<file path="src/core/trace_framer_pkg.sv">
/*
 Constants, register map and state types of the trace source packet framer.
 Assumes an APB master with 12-bit byte addresses and 32-bit data.
*/
package trace_framer_pkg;

	localparam logic [11:0] OFS_CTRL   = 12'h000;
	localparam logic [11:0] OFS_PAGE   = 12'h004;
	localparam logic [11:0] OFS_STATUS = 12'h008;
	// Stimulus ports occupy 0x400..0x7fc, one word per port
	localparam logic [1:0]  STIM_WIN   = 2'h1;

	localparam int CTRL_EN_BIT     = 0;
	localparam int STATUS_BUSY_BIT = 0;
	localparam int STATUS_BAD_BIT  = 1;
	localparam int STATUS_HOLD_BIT = 2;
	localparam int STATUS_LVL_LSB  = 8;

	localparam logic       CTRL_EN_RST = 1'b0;
	localparam logic [2:0] PAGE_RST    = 3'h0;

	localparam logic [1:0] SZ_NONE = 2'h0;
	localparam logic [1:0] SZ_BYTE = 2'h1;
	localparam logic [1:0] SZ_HALF = 2'h2;
	localparam logic [1:0] SZ_WORD = 2'h3;

	localparam logic EXT_MARK   = 1'b1;
	localparam logic SRC_INSTR  = 1'b0;
	localparam logic SRC_HW     = 1'b1;
	localparam logic ORIGIN_INS = 1'b0;
	localparam logic CONT_LAST  = 1'b0;

	// FIFO entry: header byte above a 32-bit payload
	localparam int ENTRY_W = 40;

	typedef enum logic [1:0] {
		SER_IDLE    = 2'h0,
		SER_PAYLOAD = 2'h1
	} ser_state_t;

endpackage

</file>
<file path="src/core/trace_source_packet_framer.sv">
/*
 Trace source packet framer: APB register slave with stimulus ports, a
 holding slot for watch unit packets, an entry FIFO and a byte serializer.
 Assumes all inputs come from logic on clk_sys and that the output arbiter
 takes bytes with a valid/ready handshake.
*/
`timescale 1ns/1ns

module trace_entry_fifo #(
	parameter int WIDTH = 40,
	parameter int DEPTH = 8,
	parameter int CW    = $clog2(DEPTH + 1)
) (
	input  wire logic             clk_sys,
	input  wire logic             srst,
	input  wire logic             ce,
	input  wire logic             in_valid,
	output logic                  in_ready,
	input  wire logic [WIDTH-1:0] in_data,
	output logic                  out_valid,
	input  wire logic             out_ready,
	output logic      [WIDTH-1:0] out_data,
	output logic      [CW-1:0]    level
);
	localparam int AW = (DEPTH > 1) ? $clog2(DEPTH) : 1;
	localparam logic [AW-1:0] LAST = AW'(DEPTH - 1);

	logic [WIDTH-1:0] mem [DEPTH];
	logic [AW-1:0]    wr_ptr;
	logic [AW-1:0]    rd_ptr;
	logic [AW-1:0]    next_wr_ptr;
	logic [AW-1:0]    next_rd_ptr;
	logic [CW-1:0]    next_level;
	logic             push;
	logic             pop;

	assign in_ready  = (level != CW'(DEPTH));
	assign out_valid = (level != '0);
	assign out_data  = mem[rd_ptr];

	always_comb begin
		push        = in_valid & in_ready;
		pop         = out_valid & out_ready;
		next_wr_ptr = wr_ptr;
		next_rd_ptr = rd_ptr;
		next_level  = level;
		if (push) begin
			next_wr_ptr = (wr_ptr == LAST) ? '0 : wr_ptr + 1'b1;
		end
		if (pop) begin
			next_rd_ptr = (rd_ptr == LAST) ? '0 : rd_ptr + 1'b1;
		end
		if (push & ~pop) begin
			next_level = level + 1'b1;
		end else if (pop & ~push) begin
			next_level = level - 1'b1;
		end
	end

	always_ff @(posedge clk_sys) begin
		if (srst) begin
			wr_ptr <= '0;
			rd_ptr <= '0;
			level  <= '0;
		end else if (ce) begin
			wr_ptr <= next_wr_ptr;
			rd_ptr <= next_rd_ptr;
			level  <= next_level;
			if (push) begin
				mem[wr_ptr] <= in_data;
			end
		end
	end

endmodule // trace_entry_fifo

module trace_source_packet_framer
	import trace_framer_pkg::*;
#(
	parameter int FIFO_DEPTH = 8
) (
	input  wire logic        clk_sys,
	input  wire logic        srst,
	input  wire logic        ce,
	input  wire logic        psel,
	input  wire logic        penable,
	input  wire logic        pwrite,
	input  wire logic [11:0] paddr,
	input  wire logic [31:0] pwdata,
	input  wire logic [3:0]  pstrb,
	output logic      [31:0] prdata,
	output logic             pready,
	output logic             pslverr,
	input  wire logic        hw_valid,
	output logic             hw_ready,
	input  wire logic [4:0]  hw_id,
	input  wire logic [1:0]  hw_size,
	input  wire logic [31:0] hw_data,
	input  wire logic        sync_done,
	output logic             trace_valid,
	output logic      [7:0]  trace_byte,
	output logic             trace_last,
	input  wire logic        trace_ready
);
	localparam int CW = $clog2(FIFO_DEPTH + 1);

	logic               trace_en;
	logic [2:0]         page;
	logic               hw_bad;
	logic               hold_full;
	logic [ENTRY_W-1:0] hold_entry;
	logic               next_trace_en;
	logic [2:0]         next_page;
	logic               next_hw_bad;
	logic               next_hold_full;
	logic [ENTRY_W-1:0] next_hold_entry;
	logic               next_hw_ready;
	logic [31:0]        next_prdata;
	logic               next_pready;
	logic               next_pslverr;

	logic               fifo_in_valid;
	logic               fifo_in_ready;
	logic [ENTRY_W-1:0] fifo_in_data;
	logic               fifo_out_valid;
	logic               fifo_pop;
	logic [ENTRY_W-1:0] fifo_out_data;
	logic [CW-1:0]      fifo_level;

	logic               access;
	logic               stim_sel;
	logic [2:0]         port_page;
	logic [4:0]         port_id;
	logic               strb_ok;
	logic [1:0]         strb_size;
	logic [31:0]        strb_data;
	logic               sw_push;
	logic [ENTRY_W-1:0] sw_entry;
	logic               sw_slot;

	ser_state_t         ser_state;
	ser_state_t         next_ser_state;
	logic [31:0]        shift;
	logic [31:0]        next_shift;
	logic [2:0]         left;
	logic [2:0]         next_left;
	logic               next_trace_valid;
	logic [7:0]         next_trace_byte;
	logic               next_trace_last;
	logic               busy;

	function automatic logic [2:0] payload_bytes(input logic [1:0] ss);
		case (ss)
			SZ_BYTE: payload_bytes = 3'h1;
			SZ_HALF: payload_bytes = 3'h2;
			SZ_WORD: payload_bytes = 3'h4;
			default: payload_bytes = 3'h0;
		endcase
	endfunction

	assign access    = psel & penable & ~pready;
	assign stim_sel  = (paddr[11:10] == STIM_WIN);
	assign port_page = paddr[9:7];
	assign port_id   = paddr[6:2];
	// The watch unit slot wins the FIFO; its slot empties for at least
	// one cycle per packet, in which a stimulus write can go in unless the FIFO is full.
	assign sw_slot   = fifo_in_ready & ~hold_full;
	assign busy      = (ser_state != SER_IDLE) | trace_valid |
	                   fifo_out_valid | hold_full;

	always_comb begin
		strb_ok   = 1'b1;
		strb_size = SZ_NONE;
		strb_data = 32'h0;
		case (pstrb)
			4'h1: begin
				strb_size = SZ_BYTE;
				strb_data = {24'h0, pwdata[7:0]};
			end
			4'h2: begin
				strb_size = SZ_BYTE;
				strb_data = {24'h0, pwdata[15:8]};
			end
			4'h4: begin
				strb_size = SZ_BYTE;
				strb_data = {24'h0, pwdata[23:16]};
			end
			4'h8: begin
				strb_size = SZ_BYTE;
				strb_data = {24'h0, pwdata[31:24]};
			end
			4'h3: begin
				strb_size = SZ_HALF;
				strb_data = {16'h0, pwdata[15:0]};
			end
			4'hc: begin
				strb_size = SZ_HALF;
				strb_data = {16'h0, pwdata[31:16]};
			end
			4'hf: begin
				strb_size = SZ_WORD;
				strb_data = pwdata;
			end
			default: begin
				// Empty, scattered, misaligned or three-lane strobes match no access size
				strb_ok = 1'b0;
			end
		endcase
	end

	always_comb begin
		next_trace_en   = trace_en;
		next_page       = page;
		next_hw_bad     = hw_bad;
		next_hold_full  = hold_full;
		next_hold_entry = hold_entry;
		next_prdata     = 32'h0;
		next_pready     = 1'b0;
		next_pslverr    = 1'b0;
		sw_push         = 1'b0;
		sw_entry        = '0;
		if (access) begin
			if (stim_sel && pwrite) begin
				if (!trace_en) begin
					next_pready = 1'b1;
				end else if (!strb_ok) begin
					next_pready  = 1'b1;
					next_pslverr = 1'b1;
				end else if (sw_slot && port_page != page) begin
					// Announce the page first; the write itself waits
					sw_push  = 1'b1;
					sw_entry = {CONT_LAST, port_page, EXT_MARK,
					            ORIGIN_INS, SZ_NONE, 32'h0};
					next_page = port_page;
				end else if (sw_slot) begin
					sw_push  = 1'b1;
					sw_entry = {port_id, SRC_INSTR, strb_size,
					            strb_data};
					next_pready = 1'b1;
				end
			end else if (stim_sel) begin
				next_prdata = {31'h0, sw_slot};
				next_pready = 1'b1;
			end else begin
				next_pready = 1'b1;
				case (paddr)
					OFS_CTRL: begin
						if (pwrite) begin
							if (pstrb[0]) begin
								next_trace_en = pwdata[CTRL_EN_BIT];
							end
						end else begin
							next_prdata[CTRL_EN_BIT] = trace_en;
						end
					end
					OFS_PAGE: begin
						next_prdata[2:0] = page;
						next_pslverr = pwrite;
					end
					OFS_STATUS: begin
						if (pwrite && pstrb[0] && pwdata[STATUS_BAD_BIT]) begin
							next_hw_bad = 1'b0;
						end
						next_prdata[STATUS_BUSY_BIT] = busy;
						next_prdata[STATUS_BAD_BIT]  = hw_bad;
						next_prdata[STATUS_HOLD_BIT] = hold_full;
						next_prdata[STATUS_LVL_LSB +: 8] = 8'(fifo_level);
					end
					default: begin
						next_pslverr = 1'b1;
					end
				endcase
			end
		end
		if (sync_done) begin
			next_page = PAGE_RST;
		end
		if (hold_full && fifo_in_ready) begin
			next_hold_full = 1'b0;
		end
		if (hw_valid && hw_ready) begin
			if (hw_size == SZ_NONE) begin
				// Reserved size is dropped and flagged; set beats clear
				next_hw_bad = 1'b1;
			end else begin
				next_hold_full  = 1'b1;
				next_hold_entry = {hw_id, SRC_HW, hw_size,
				                   hw_data};
			end
		end
		next_hw_ready = ~next_hold_full;
	end

	always_ff @(posedge clk_sys) begin
		if (srst) begin
			trace_en   <= CTRL_EN_RST;
			page       <= PAGE_RST;
			hw_bad     <= 1'b0;
			hold_full  <= 1'b0;
			hold_entry <= '0;
			hw_ready   <= 1'b0;
			prdata     <= 32'h0;
			pready     <= 1'b0;
			pslverr    <= 1'b0;
		end else if (ce) begin
			trace_en   <= next_trace_en;
			page       <= next_page;
			hw_bad     <= next_hw_bad;
			hold_full  <= next_hold_full;
			hold_entry <= next_hold_entry;
			hw_ready   <= next_hw_ready;
			prdata     <= next_prdata;
			pready     <= next_pready;
			pslverr    <= next_pslverr;
		end
	end

	assign fifo_in_valid = hold_full | sw_push;
	assign fifo_in_data  = hold_full ? hold_entry : sw_entry;

	trace_entry_fifo #(
		.WIDTH (ENTRY_W),
		.DEPTH (FIFO_DEPTH),
		.CW    (CW)
	) u_fifo (
		.clk_sys   (clk_sys),
		.srst      (srst),
		.ce        (ce),
		.in_valid  (fifo_in_valid),
		.in_ready  (fifo_in_ready),
		.in_data   (fifo_in_data),
		.out_valid (fifo_out_valid),
		.out_ready (fifo_pop),
		.out_data  (fifo_out_data),
		.level     (fifo_level)
	);

	always_comb begin
		next_ser_state   = ser_state;
		next_shift       = shift;
		next_left        = left;
		next_trace_valid = trace_valid;
		next_trace_byte  = trace_byte;
		next_trace_last  = trace_last;
		fifo_pop         = 1'b0;
		if (!trace_valid || trace_ready) begin
			next_trace_valid = 1'b0;
			next_trace_last  = 1'b0;
			case (ser_state)
				SER_IDLE: begin
					if (fifo_out_valid) begin
						fifo_pop         = 1'b1;
						next_trace_valid = 1'b1;
						next_trace_byte  = fifo_out_data[39:32];
						next_shift       = fifo_out_data[31:0];
						next_left        = payload_bytes(fifo_out_data[33:32]);
						next_trace_last  = (next_left == 3'h0);
						if (next_left != 3'h0) begin
							next_ser_state = SER_PAYLOAD;
						end
					end
				end
				SER_PAYLOAD: begin
					next_trace_valid = 1'b1;
					next_trace_byte  = shift[7:0];
					next_shift       = {8'h0, shift[31:8]};
					next_left        = left - 3'h1;
					next_trace_last  = (left == 3'h1);
					if (left == 3'h1) begin
						next_ser_state = SER_IDLE;
					end
				end
				default: begin
					next_ser_state = SER_IDLE;
				end
			endcase
		end
	end

	always_ff @(posedge clk_sys) begin
		if (srst) begin
			ser_state   <= SER_IDLE;
			shift       <= 32'h0;
			left        <= 3'h0;
			trace_valid <= 1'b0;
			trace_byte  <= 8'h0;
			trace_last  <= 1'b0;
		end else if (ce) begin
			ser_state   <= next_ser_state;
			shift       <= next_shift;
			left        <= next_left;
			trace_valid <= next_trace_valid;
			trace_byte  <= next_trace_byte;
			trace_last  <= next_trace_last;
		end
	end

endmodule // trace_source_packet_framer

</file>
<file path="config.mk">
export PLATFORM = sky130hd
export DESIGN_NAME = trace_source_packet_framer
export DESIGN_NICKNAME = d
export VERILOG_FILES = /design/src/core/trace_framer_pkg.sv /design/src/core/trace_source_packet_framer.sv
export SDC_FILE = /design/constraint.sdc
export NUM_CORES = 1
export LEC_CHECK = 0
export ABC_CLOCK_PERIOD_IN_PS = 12400
export BUFFER_PORTS_ARGS = -buffer_cell sky130_fd_sc_hd__buf_4
export CORE_AREA = 2 2 195 197
export CTS_BUF_LIST = sky130_fd_sc_hd__clkbuf_4
export DETAILED_ROUTE_END_ITERATION = 6
export DIE_AREA = 0 0 197 199
export GPL_TIMING_DRIVEN = 0
export HOLD_SLACK_MARGIN = 0.1
export PLACE_DENSITY = 0.66
export SETUP_SLACK_MARGIN = 0.4
export SLEW_MARGIN = 20
export SYNTH_ARGS = -nofsm -noshare
export SYNTH_HDL_FRONTEND = slang
export SYNTH_HIERARCHICAL = 1
export SYNTH_SLANG_ARGS = --single-unit
</file>
<file path="constraint.sdc">
create_clock -name clk_sys -period 12.4 [get_ports clk_sys]
set_input_delay 0 -clock clk_sys [delete_from_list [all_inputs] [get_ports clk_sys]]
set_output_delay 0 -clock clk_sys [all_outputs]
set_load 0.02 [all_outputs]
</file>
==> results of run 1 <==
critical path: cells and delay by family, from the launching register on:
| kind | cells | cell delay, ps |
|---|---|---|
| adder cells (fa/ha/maj) | 2 | 480 |
| flip-flops | 1 | 530 |
| multiplexers | 2 | 550 |
| AO/OA/AOI/OAI | 3 | 710 |
| AND/OR/NAND/NOR | 5 | 1020 |
| buffers and inverters | 2 | 650 |
metal layers:
| layer | GRT usage | up-vias | share of wire |
|---|---|---|---|
| li1 | - | 5662 | - |
| met3 | 0.0541 | 122 | 0.081 |
| met5 | 0 | - | 0 |
| met4 | 0.111 | 0 | 0.034 |
| met1 | 0.313 | 6110 | 0.38 |
| met2 | 0.459 | 646 | 0.51 |
cell families after synthesis:
| family | Yosys count | synth area share |
|---|---|---|
| AOI/OAI and AO/OA | 193 | 0.0725 |
| xor gates and xnor gates | 6 | 0.00288 |
| adders and majority gates | 10 | 0.00727 |
| buffers and inverters | 116 | 0.0340 |
| DFF | 435 | 0.653 |
| muxes | 165 | 0.165 |
| other | 1 | 0.000205 |
| and+or+nand+nor | 264 | 0.0659 |
cell usage in the layout, fill, tap and decap left out, types with 4 or more instances in the layout:
cell type / count
clkinv_1: 32
buf_16: 4
and3_1: 5
nor2_1: 75
buf_1: 8
clkbuf_1: 50
a22oi_1: 20
mux2i_1: 44
nand3_1: 7
nand3b_1: 4
inv_1: 17
ha_1: 9
o21ai_2: 9
o21ai_0: 23
buf_4: 158
nand2b_1: 5
a21oi_1: 57
nor3_1: 6
dlygate4sd3_1: 186
mux2_2: 41
nor2b_1: 5
buf_2: 20
conb_1: 25
or3_1: 4
dfxtp_1: 115
nand2_1: 119
xnor2_1: 6
and2_1: 5
clkbuf_4: 152
edfxtp_1: 320
clkinv_2: 4
mux4_1: 80
nor3_2: 4
buf_6: 17
a22o_1: 25
a211oi_1: 33
a222oi_1: 8
final cells by class:
type,instances,area share
Antenna cell,1,0.000107
Buffer,99,0.0237
Clock buffer,152,0.0486
Clock inverter,42,0.00837
Inverter,17,0.00272
Multi-Input combinational cell,663,0.250
Sequential cell,435,0.508
Tap cell,474,0.0253
Timing Repair Buffer,345,0.133
state kept, by name (all words and copies together) (netlist names), 3 cells and up, named ones only:
| name | flops |
|---|---|
| left | 3 |
| prdata | 7 |
| u_fifo/mem | 320 |
| shift | 32 |
| trace_byte | 8 |
| hold_entry | 40 |
| u_fifo/rd_ptr | 3 |
| page | 3 |
| u_fifo/level | 4 |
| u_fifo/wr_ptr | 3 |
path summary, 6_finish.rpt:
check | cells past startpoint | start | slack [ps] | endpoint
worst max-delay path | 14 | u_fifo/level[0]$_SDFFE_PP0P_ | 8340 | u_fifo/level[3]$_SDFFE_PP0P_
worst min-delay path | 4 | pstrb[1] | 180 | u_fifo/mem[2][21]$_DFFE_PP_
worst max register to register | 14 | u_fifo/level[0]$_SDFFE_PP0P_ | 8340 | u_fifo/level[3]$_SDFFE_PP0P_
worst min register to register | 2 | hold_entry[36]$_SDFFE_PP0P_ | 460 | hold_entry[36]$_SDFFE_PP0P_
through the flow:
step           utilization  hold WS [ps]  cell area [sq um]  total power, W
6_report             0.632           177              23500         0.00289
5_1_grt              0.632           150              23500         0.00300
4_1_cts              0.632           100              23500         0.00291
3_5_place_dp         0.546           254              20300         0.00174
3_3_place_gp         0.533           252              19800         0.00173
2_1_floorplan            -           136              18300         0.00167
timing repair:
item	in CTS	in global routing
hold endpoints to repair	471	0
hold buffers	186	0
setup buffers	0	0
where the power goes:
group          internal, W  switching (W)
Sequential         0.00155      0.0000102
Combinational    0.0000890      0.0000945
Clock             0.000586       0.000559
Total              0.00223       0.000663
==> flow_summary.toml, run 1 <==
[run_status]
status = "finished, final reports clean"

[synthesis]
synth_async_sr_flop_share = 0
synth_cells = 1190
synth_area_leaders = "edfxtp_1 (53%), dfxtp_1 (13%), mux4_1 (12%)"
synth_most_common_cell = "edfxtp_1"
synth_top_area_cell = "edfxtp_1"
yosysWarnings = 6
syn_area_sq_mm = 0.0183
synth_edf_count = 320
synth_common_cells = "edfxtp_1 (320), nand2_1 (119), dfxtp_1 (115), mux4_1 (80), nor2_1 (77)"
syn_area_per_cell_sq_um = 15.3
ys_seq_area_frac = 0.653
yosysTopAreaCellShare = 0.526
ys_ff_latch = 435
ys_types = 60
synth_flop_cell = "edfxtp_1"

[sta]
clock_skew_ps = 46.0
period_needed_ps = 4060
setup_tns_ps = 0
setup_violations = 0
clock.fmax_mhz = 246
layout_setup_ws_ps = 8340
slew_violations = 0
tightest_slew_ps = 995
hold_viol = 0
finalCritPeriodShare = 0.327
max_slew_margin = 0.330
grt_setup_unrepaired = "no"

[critical_path]
critPathRequiredTime_ps = 13040
crit_chain = "or4b_4 -> nand2b_4 -> or3_4 -> a211o_1 -> nand2b_1 -> and2_1 -> ha_1 -> inv_1 -> ha_1 -> a21o_1 -> a21oi_1 -> mux2i_1 -> mux2_2 -> dlygate4sd3_1"
criticalPathCategory = "reg2reg"
cp_max_fo = 6
cpMaxStageDelayCell = "dlygate4sd3_1"
arrival_ps = 4700
crit_path_start_kind = "flop"
critPathMaxStageDelay_ps = 550
path_common_cell = "ha_1"
cp-end-kind = "flop"

[route]
drcViolationCount = 0
avgRoutedWirePerCell_microns = 22.6
avgViaCountPerCell = 5.63
antenna_left = 0
wl_microns = 50400
firstDrtPassIters = 7
first_iter_violations = 1221
vias = 12540

[cells_and_area]
area_delta_synth_final_pct = 28.5
layout.nets = 1770
seq_area_sq_mm = 0.0119
num-fill-cells = 2657
final_cells = 2228
drive_above_1_share = 0.248
multiInputGateArea_sq_mm = 0.00586

[floorplanning]
io_pins = 141
fp.dieW_microns = 197
dieArea_sq_mm = 0.0392
start_util = 0.492
core_area_sq_mm = 0.0371
num_rows = 71
die_y_microns = 199

[global_route]
grt_pass1_vias = 12904
grt_max_degree = 17
grt_usage = 0.261
antenna_found_initial = 1
grt_pass1_wl_microns = 74900
overflow = 0

[power_and_ir_drop]
ir_drop_mv = 0.0792
p_leak_nw = 8.28
powerDensity_mw_per_mm2 = 123

[place]
hpwl_microns = 33900
port_buffers = 112
pre_cts_ws_ps = 8670
gp_congestion = 0.849
place_inst = 1847

[cts]
root_buffer = "clkbuf_4"
clockBufferDepth = 3
ctsResizeCount = 0
clock_latency_ps = 770
htreeDepth = 3
numCtsBuffers = 103
cts_sinks = 435
cts_tree = "built"
path_clk_slew_ps = 70

[job]
drv_cap = 0

[min_path]
hp-class = "in2reg"
(Power assumes the default switching activity.)
==> run 2, diff against run 1 <==
--- a/config.mk
+++ b/config.mk
@@ -5,7 +5,7 @@
 export SDC_FILE = /design/constraint.sdc
 export NUM_CORES = 1
 export LEC_CHECK = 0
-export ABC_CLOCK_PERIOD_IN_PS = 12400
+export ABC_CLOCK_PERIOD_IN_PS = 3700
 export BUFFER_PORTS_ARGS = -buffer_cell sky130_fd_sc_hd__buf_4
 export CORE_AREA = 2 2 195 197
 export CTS_BUF_LIST = sky130_fd_sc_hd__clkbuf_4
@@ -13,7 +13,7 @@
 export DIE_AREA = 0 0 197 199
 export GPL_TIMING_DRIVEN = 0
 export HOLD_SLACK_MARGIN = 0.1
-export PLACE_DENSITY = 0.66
+export PLACE_DENSITY = 0.69
 export SETUP_SLACK_MARGIN = 0.4
 export SLEW_MARGIN = 20
 export SYNTH_ARGS = -nofsm -noshare
==> constraint.sdc (replaced) <==
create_clock -name clk_sys -period 3.7 [get_ports clk_sys]
set_input_delay 0 -clock clk_sys [delete_from_list [all_inputs] [get_ports clk_sys]]
set_output_delay 0 -clock clk_sys [all_outputs]
set_load 0.02 [all_outputs]
==> run 2 against run 1 <==
  * Sequential power rose to 3.3 times the previous value
  * First-iteration DRC count down 0.33%
  * Global-route usage down 0.45 points
  * Clock skew down 3.8 ps
  * Routed wire length down 0.80%
  * Setup slack worse by 7800 ps
  * Combinational power rose to 3.3 times the previous value
  * Critical path depth down 7
  * Via count down 0.16%
  * Final cell count down 1.3%
  * Register-to-register slack worse by 7800 ps
==> flow_summary.toml, run 2 (synthesis results as in run 1) <==
[route]
avgViaCountPerCell = 5.69
avgRoutedWirePerCell_microns = 22.7
dr_wl_met3_microns = 3780
first_iter_violations = 1217
wl_microns = 50000
drcViolationCount = 0
firstDrtPassIters = 6
route.met2.wl_microns = 24500
antenna_left = 0
vias = 12520
met1Wirelength_microns = 20100
highest_layer = "met4"

[run_status]
status = "finished, final reports clean"

[critical_path]
crit_chain = "or4_4 -> nor4_1 -> o22ai_1 -> dlygate4sd3_1 -> nand2_1 -> dlygate4sd3_1 -> a21oi_1"
cpMaxStageDelayCell = "or4_4"
arrival_ps = 3790
rr_endpoint = "prdata[0]$_SDFFE_PP0P_"
critPathMaxStageDelay_ps = 620
cp-end-kind = "flop"
criticalPathCategory = "reg2reg"
crit_path_start_kind = "flop"
path_common_cell = "dlygate4sd3_1"
r2r_cells = 7
rrSetupSlack_ps = 510
critPathRequiredTime_ps = 4300
reg2reg_from = "u_fifo/level[0]$_SDFFE_PP0P_"
cp_max_fo = 8
startpoint = "u_fifo/level[0]$_SDFFE_PP0P_"

[floorplanning]
start_util = 0.492
fp.dieW_microns = 197
core_area_sq_mm = 0.0371
die_y_microns = 199
num_rows = 71
io_pins = 141
dieArea_sq_mm = 0.0392

[cts]
clockBufferDepth = 3
htreeDepth = 3
path_clk_slew_ps = 70
cts_sinks = 435
root_buffer = "clkbuf_4"
numCtsBuffers = 102
cts_tree = "built"
clock_latency_ps = 760

[global_route]
grt_usage = 0.257
grt_max_degree = 17
grt_pass1_vias = 12410
grt_pass1_wl_microns = 73500
overflow = 0
antenna_found_initial = 1

[power_and_ir_drop]
seq_power_share = 0.539
net-switching-power_w = 0.00220
powerDensity_mw_per_mm2 = 413
ir_drop_mv = 0.262
pwr-share-comb = 0.063
p_leak_nw = 8.28
switching_share = 0.227
pwr-share-clk = 0.397
p_int_w = 0.00752

[sta]
clock.fmax_mhz = 313
period_needed_ps = 3190
hold_viol = 0
clock_skew_ps = 42.2
max_slew_margin = 0.347
setup_violations = 0
finalCritPeriodShare = 0.863
grt_setup_unrepaired = "no"
whs_ps = 179
tightest_slew_ps = 969
slew_violations = 0

[cells_and_area]
drive_above_1_share = 0.259
largest_reg_flops = 320
layout.nets = 1747
mostFrequentLayoutCells = "edfxtp_1 (320), dlygate4sd3_1 (168), clkbuf_4 (158), buf_4 (151), nand2_1 (119)"
final_cells = 2200
area_delta_synth_final_pct = 29.0
reg_top3 = "u_fifo/mem x320, hold_entry x40, shift x32"
largest_register = "u_fifo/mem"
final_common_cell = "edfxtp_1"

[min_path]
hp-class = "in2reg"
holdPathEnd = "u_fifo/mem[4][21]$_DFFE_PP_"
hold_path_depth = 4
hold_start = "pstrb[3]"

[place]
gp_congestion = 0.874
hpwl_microns = 33200
port_buffers = 112
place_inst = 1827

[job]
drv_cap = 0
==> run 2: repair_timing <==
item,CTS,global route
endpoints found under the setup margin,130,6
hold buffers,168,0
gates cloned,0,0
resized for setup,3,10
endpoints found under the hold margin,472,0
pin swaps,4,2
buffers inserted,10,6
==> run 2: metrics by stage <==
| stage | setup slack, ps | util | TNS (ps) | area [sq um] | power, W |
|---|---|---|---|---|---|
| floorplan | -184 | - | -20360 | 18400 | 0.00560 |
| global placement | -2300 | 0.534 | -586090 | 19800 | 0.00581 |
| detailed placement | 190 | 0.547 | 0 | 20300 | 0.00582 |
| CTS | 422 | 0.632 | 0 | 23500 | 0.00976 |
| global route | 403 | 0.634 | 0 | 23500 | 0.0101 |
| finish | 508 | 0.634 | 0 | 23500 | 0.00972 |
==> run 2: metal layers <==
layer	GRT usage	vias up
li1	-	5597
met1	0.328	6166
met2	0.430	643
met3	0.0504	114
met4	0.108	0
met5	0	-
==> run 2: critical path: cells and delay by family (launching register included) <==
kind	cells	cell delay, ps
flip-flops	1	370
AO/OA/AOI/OAI	2	260
buffers and inverters	2	1150
AND/OR/NAND/NOR	3	1270
==> run 2: power groups by stage <==
stage	sequential (W)	clock [W]	combinational, W
floorplan	0.00535	0	0.000253
global placement	0.00535	0	0.000461
detailed placement	0.00535	0	0.000470
CTS	0.00524	0.00392	0.000591
global route	0.00524	0.00418	0.000651
finish	0.00524	0.00386	0.000615
==> run 2: worst max-delay path by stage <==
| stage | endpoint | cells past startpoint |
|---|---|---|
| 2_1_floorplan | u_fifo/mem[7][0]$_DFFE_PP_ | 8 |
| 3_3_place_gp | u_fifo/mem[1][11]$_DFFE_PP_ | 8 |
| 3_5_place_dp | u_fifo/mem[3][11]$_DFFE_PP_ | 10 |
| 4_1_cts | u_fifo/level[3]$_SDFFE_PP0P_ | 13 |
| 5_1_grt | u_fifo/level[3]$_SDFFE_PP0P_ | 13 |
| 6_report | prdata[0]$_SDFFE_PP0P_ | 7 |
==> run 2: layout make-up <==
class	count	area, sq um
fill	2629	13600
sequential	435	11900
multi-input combinational	663	5950
timing repair buffer	323	3120
clock buffer	158	1190
tap	474	593
buffer	99	557
clock inverter	30	145
inverter	17	63.8
antenna	1	2.50
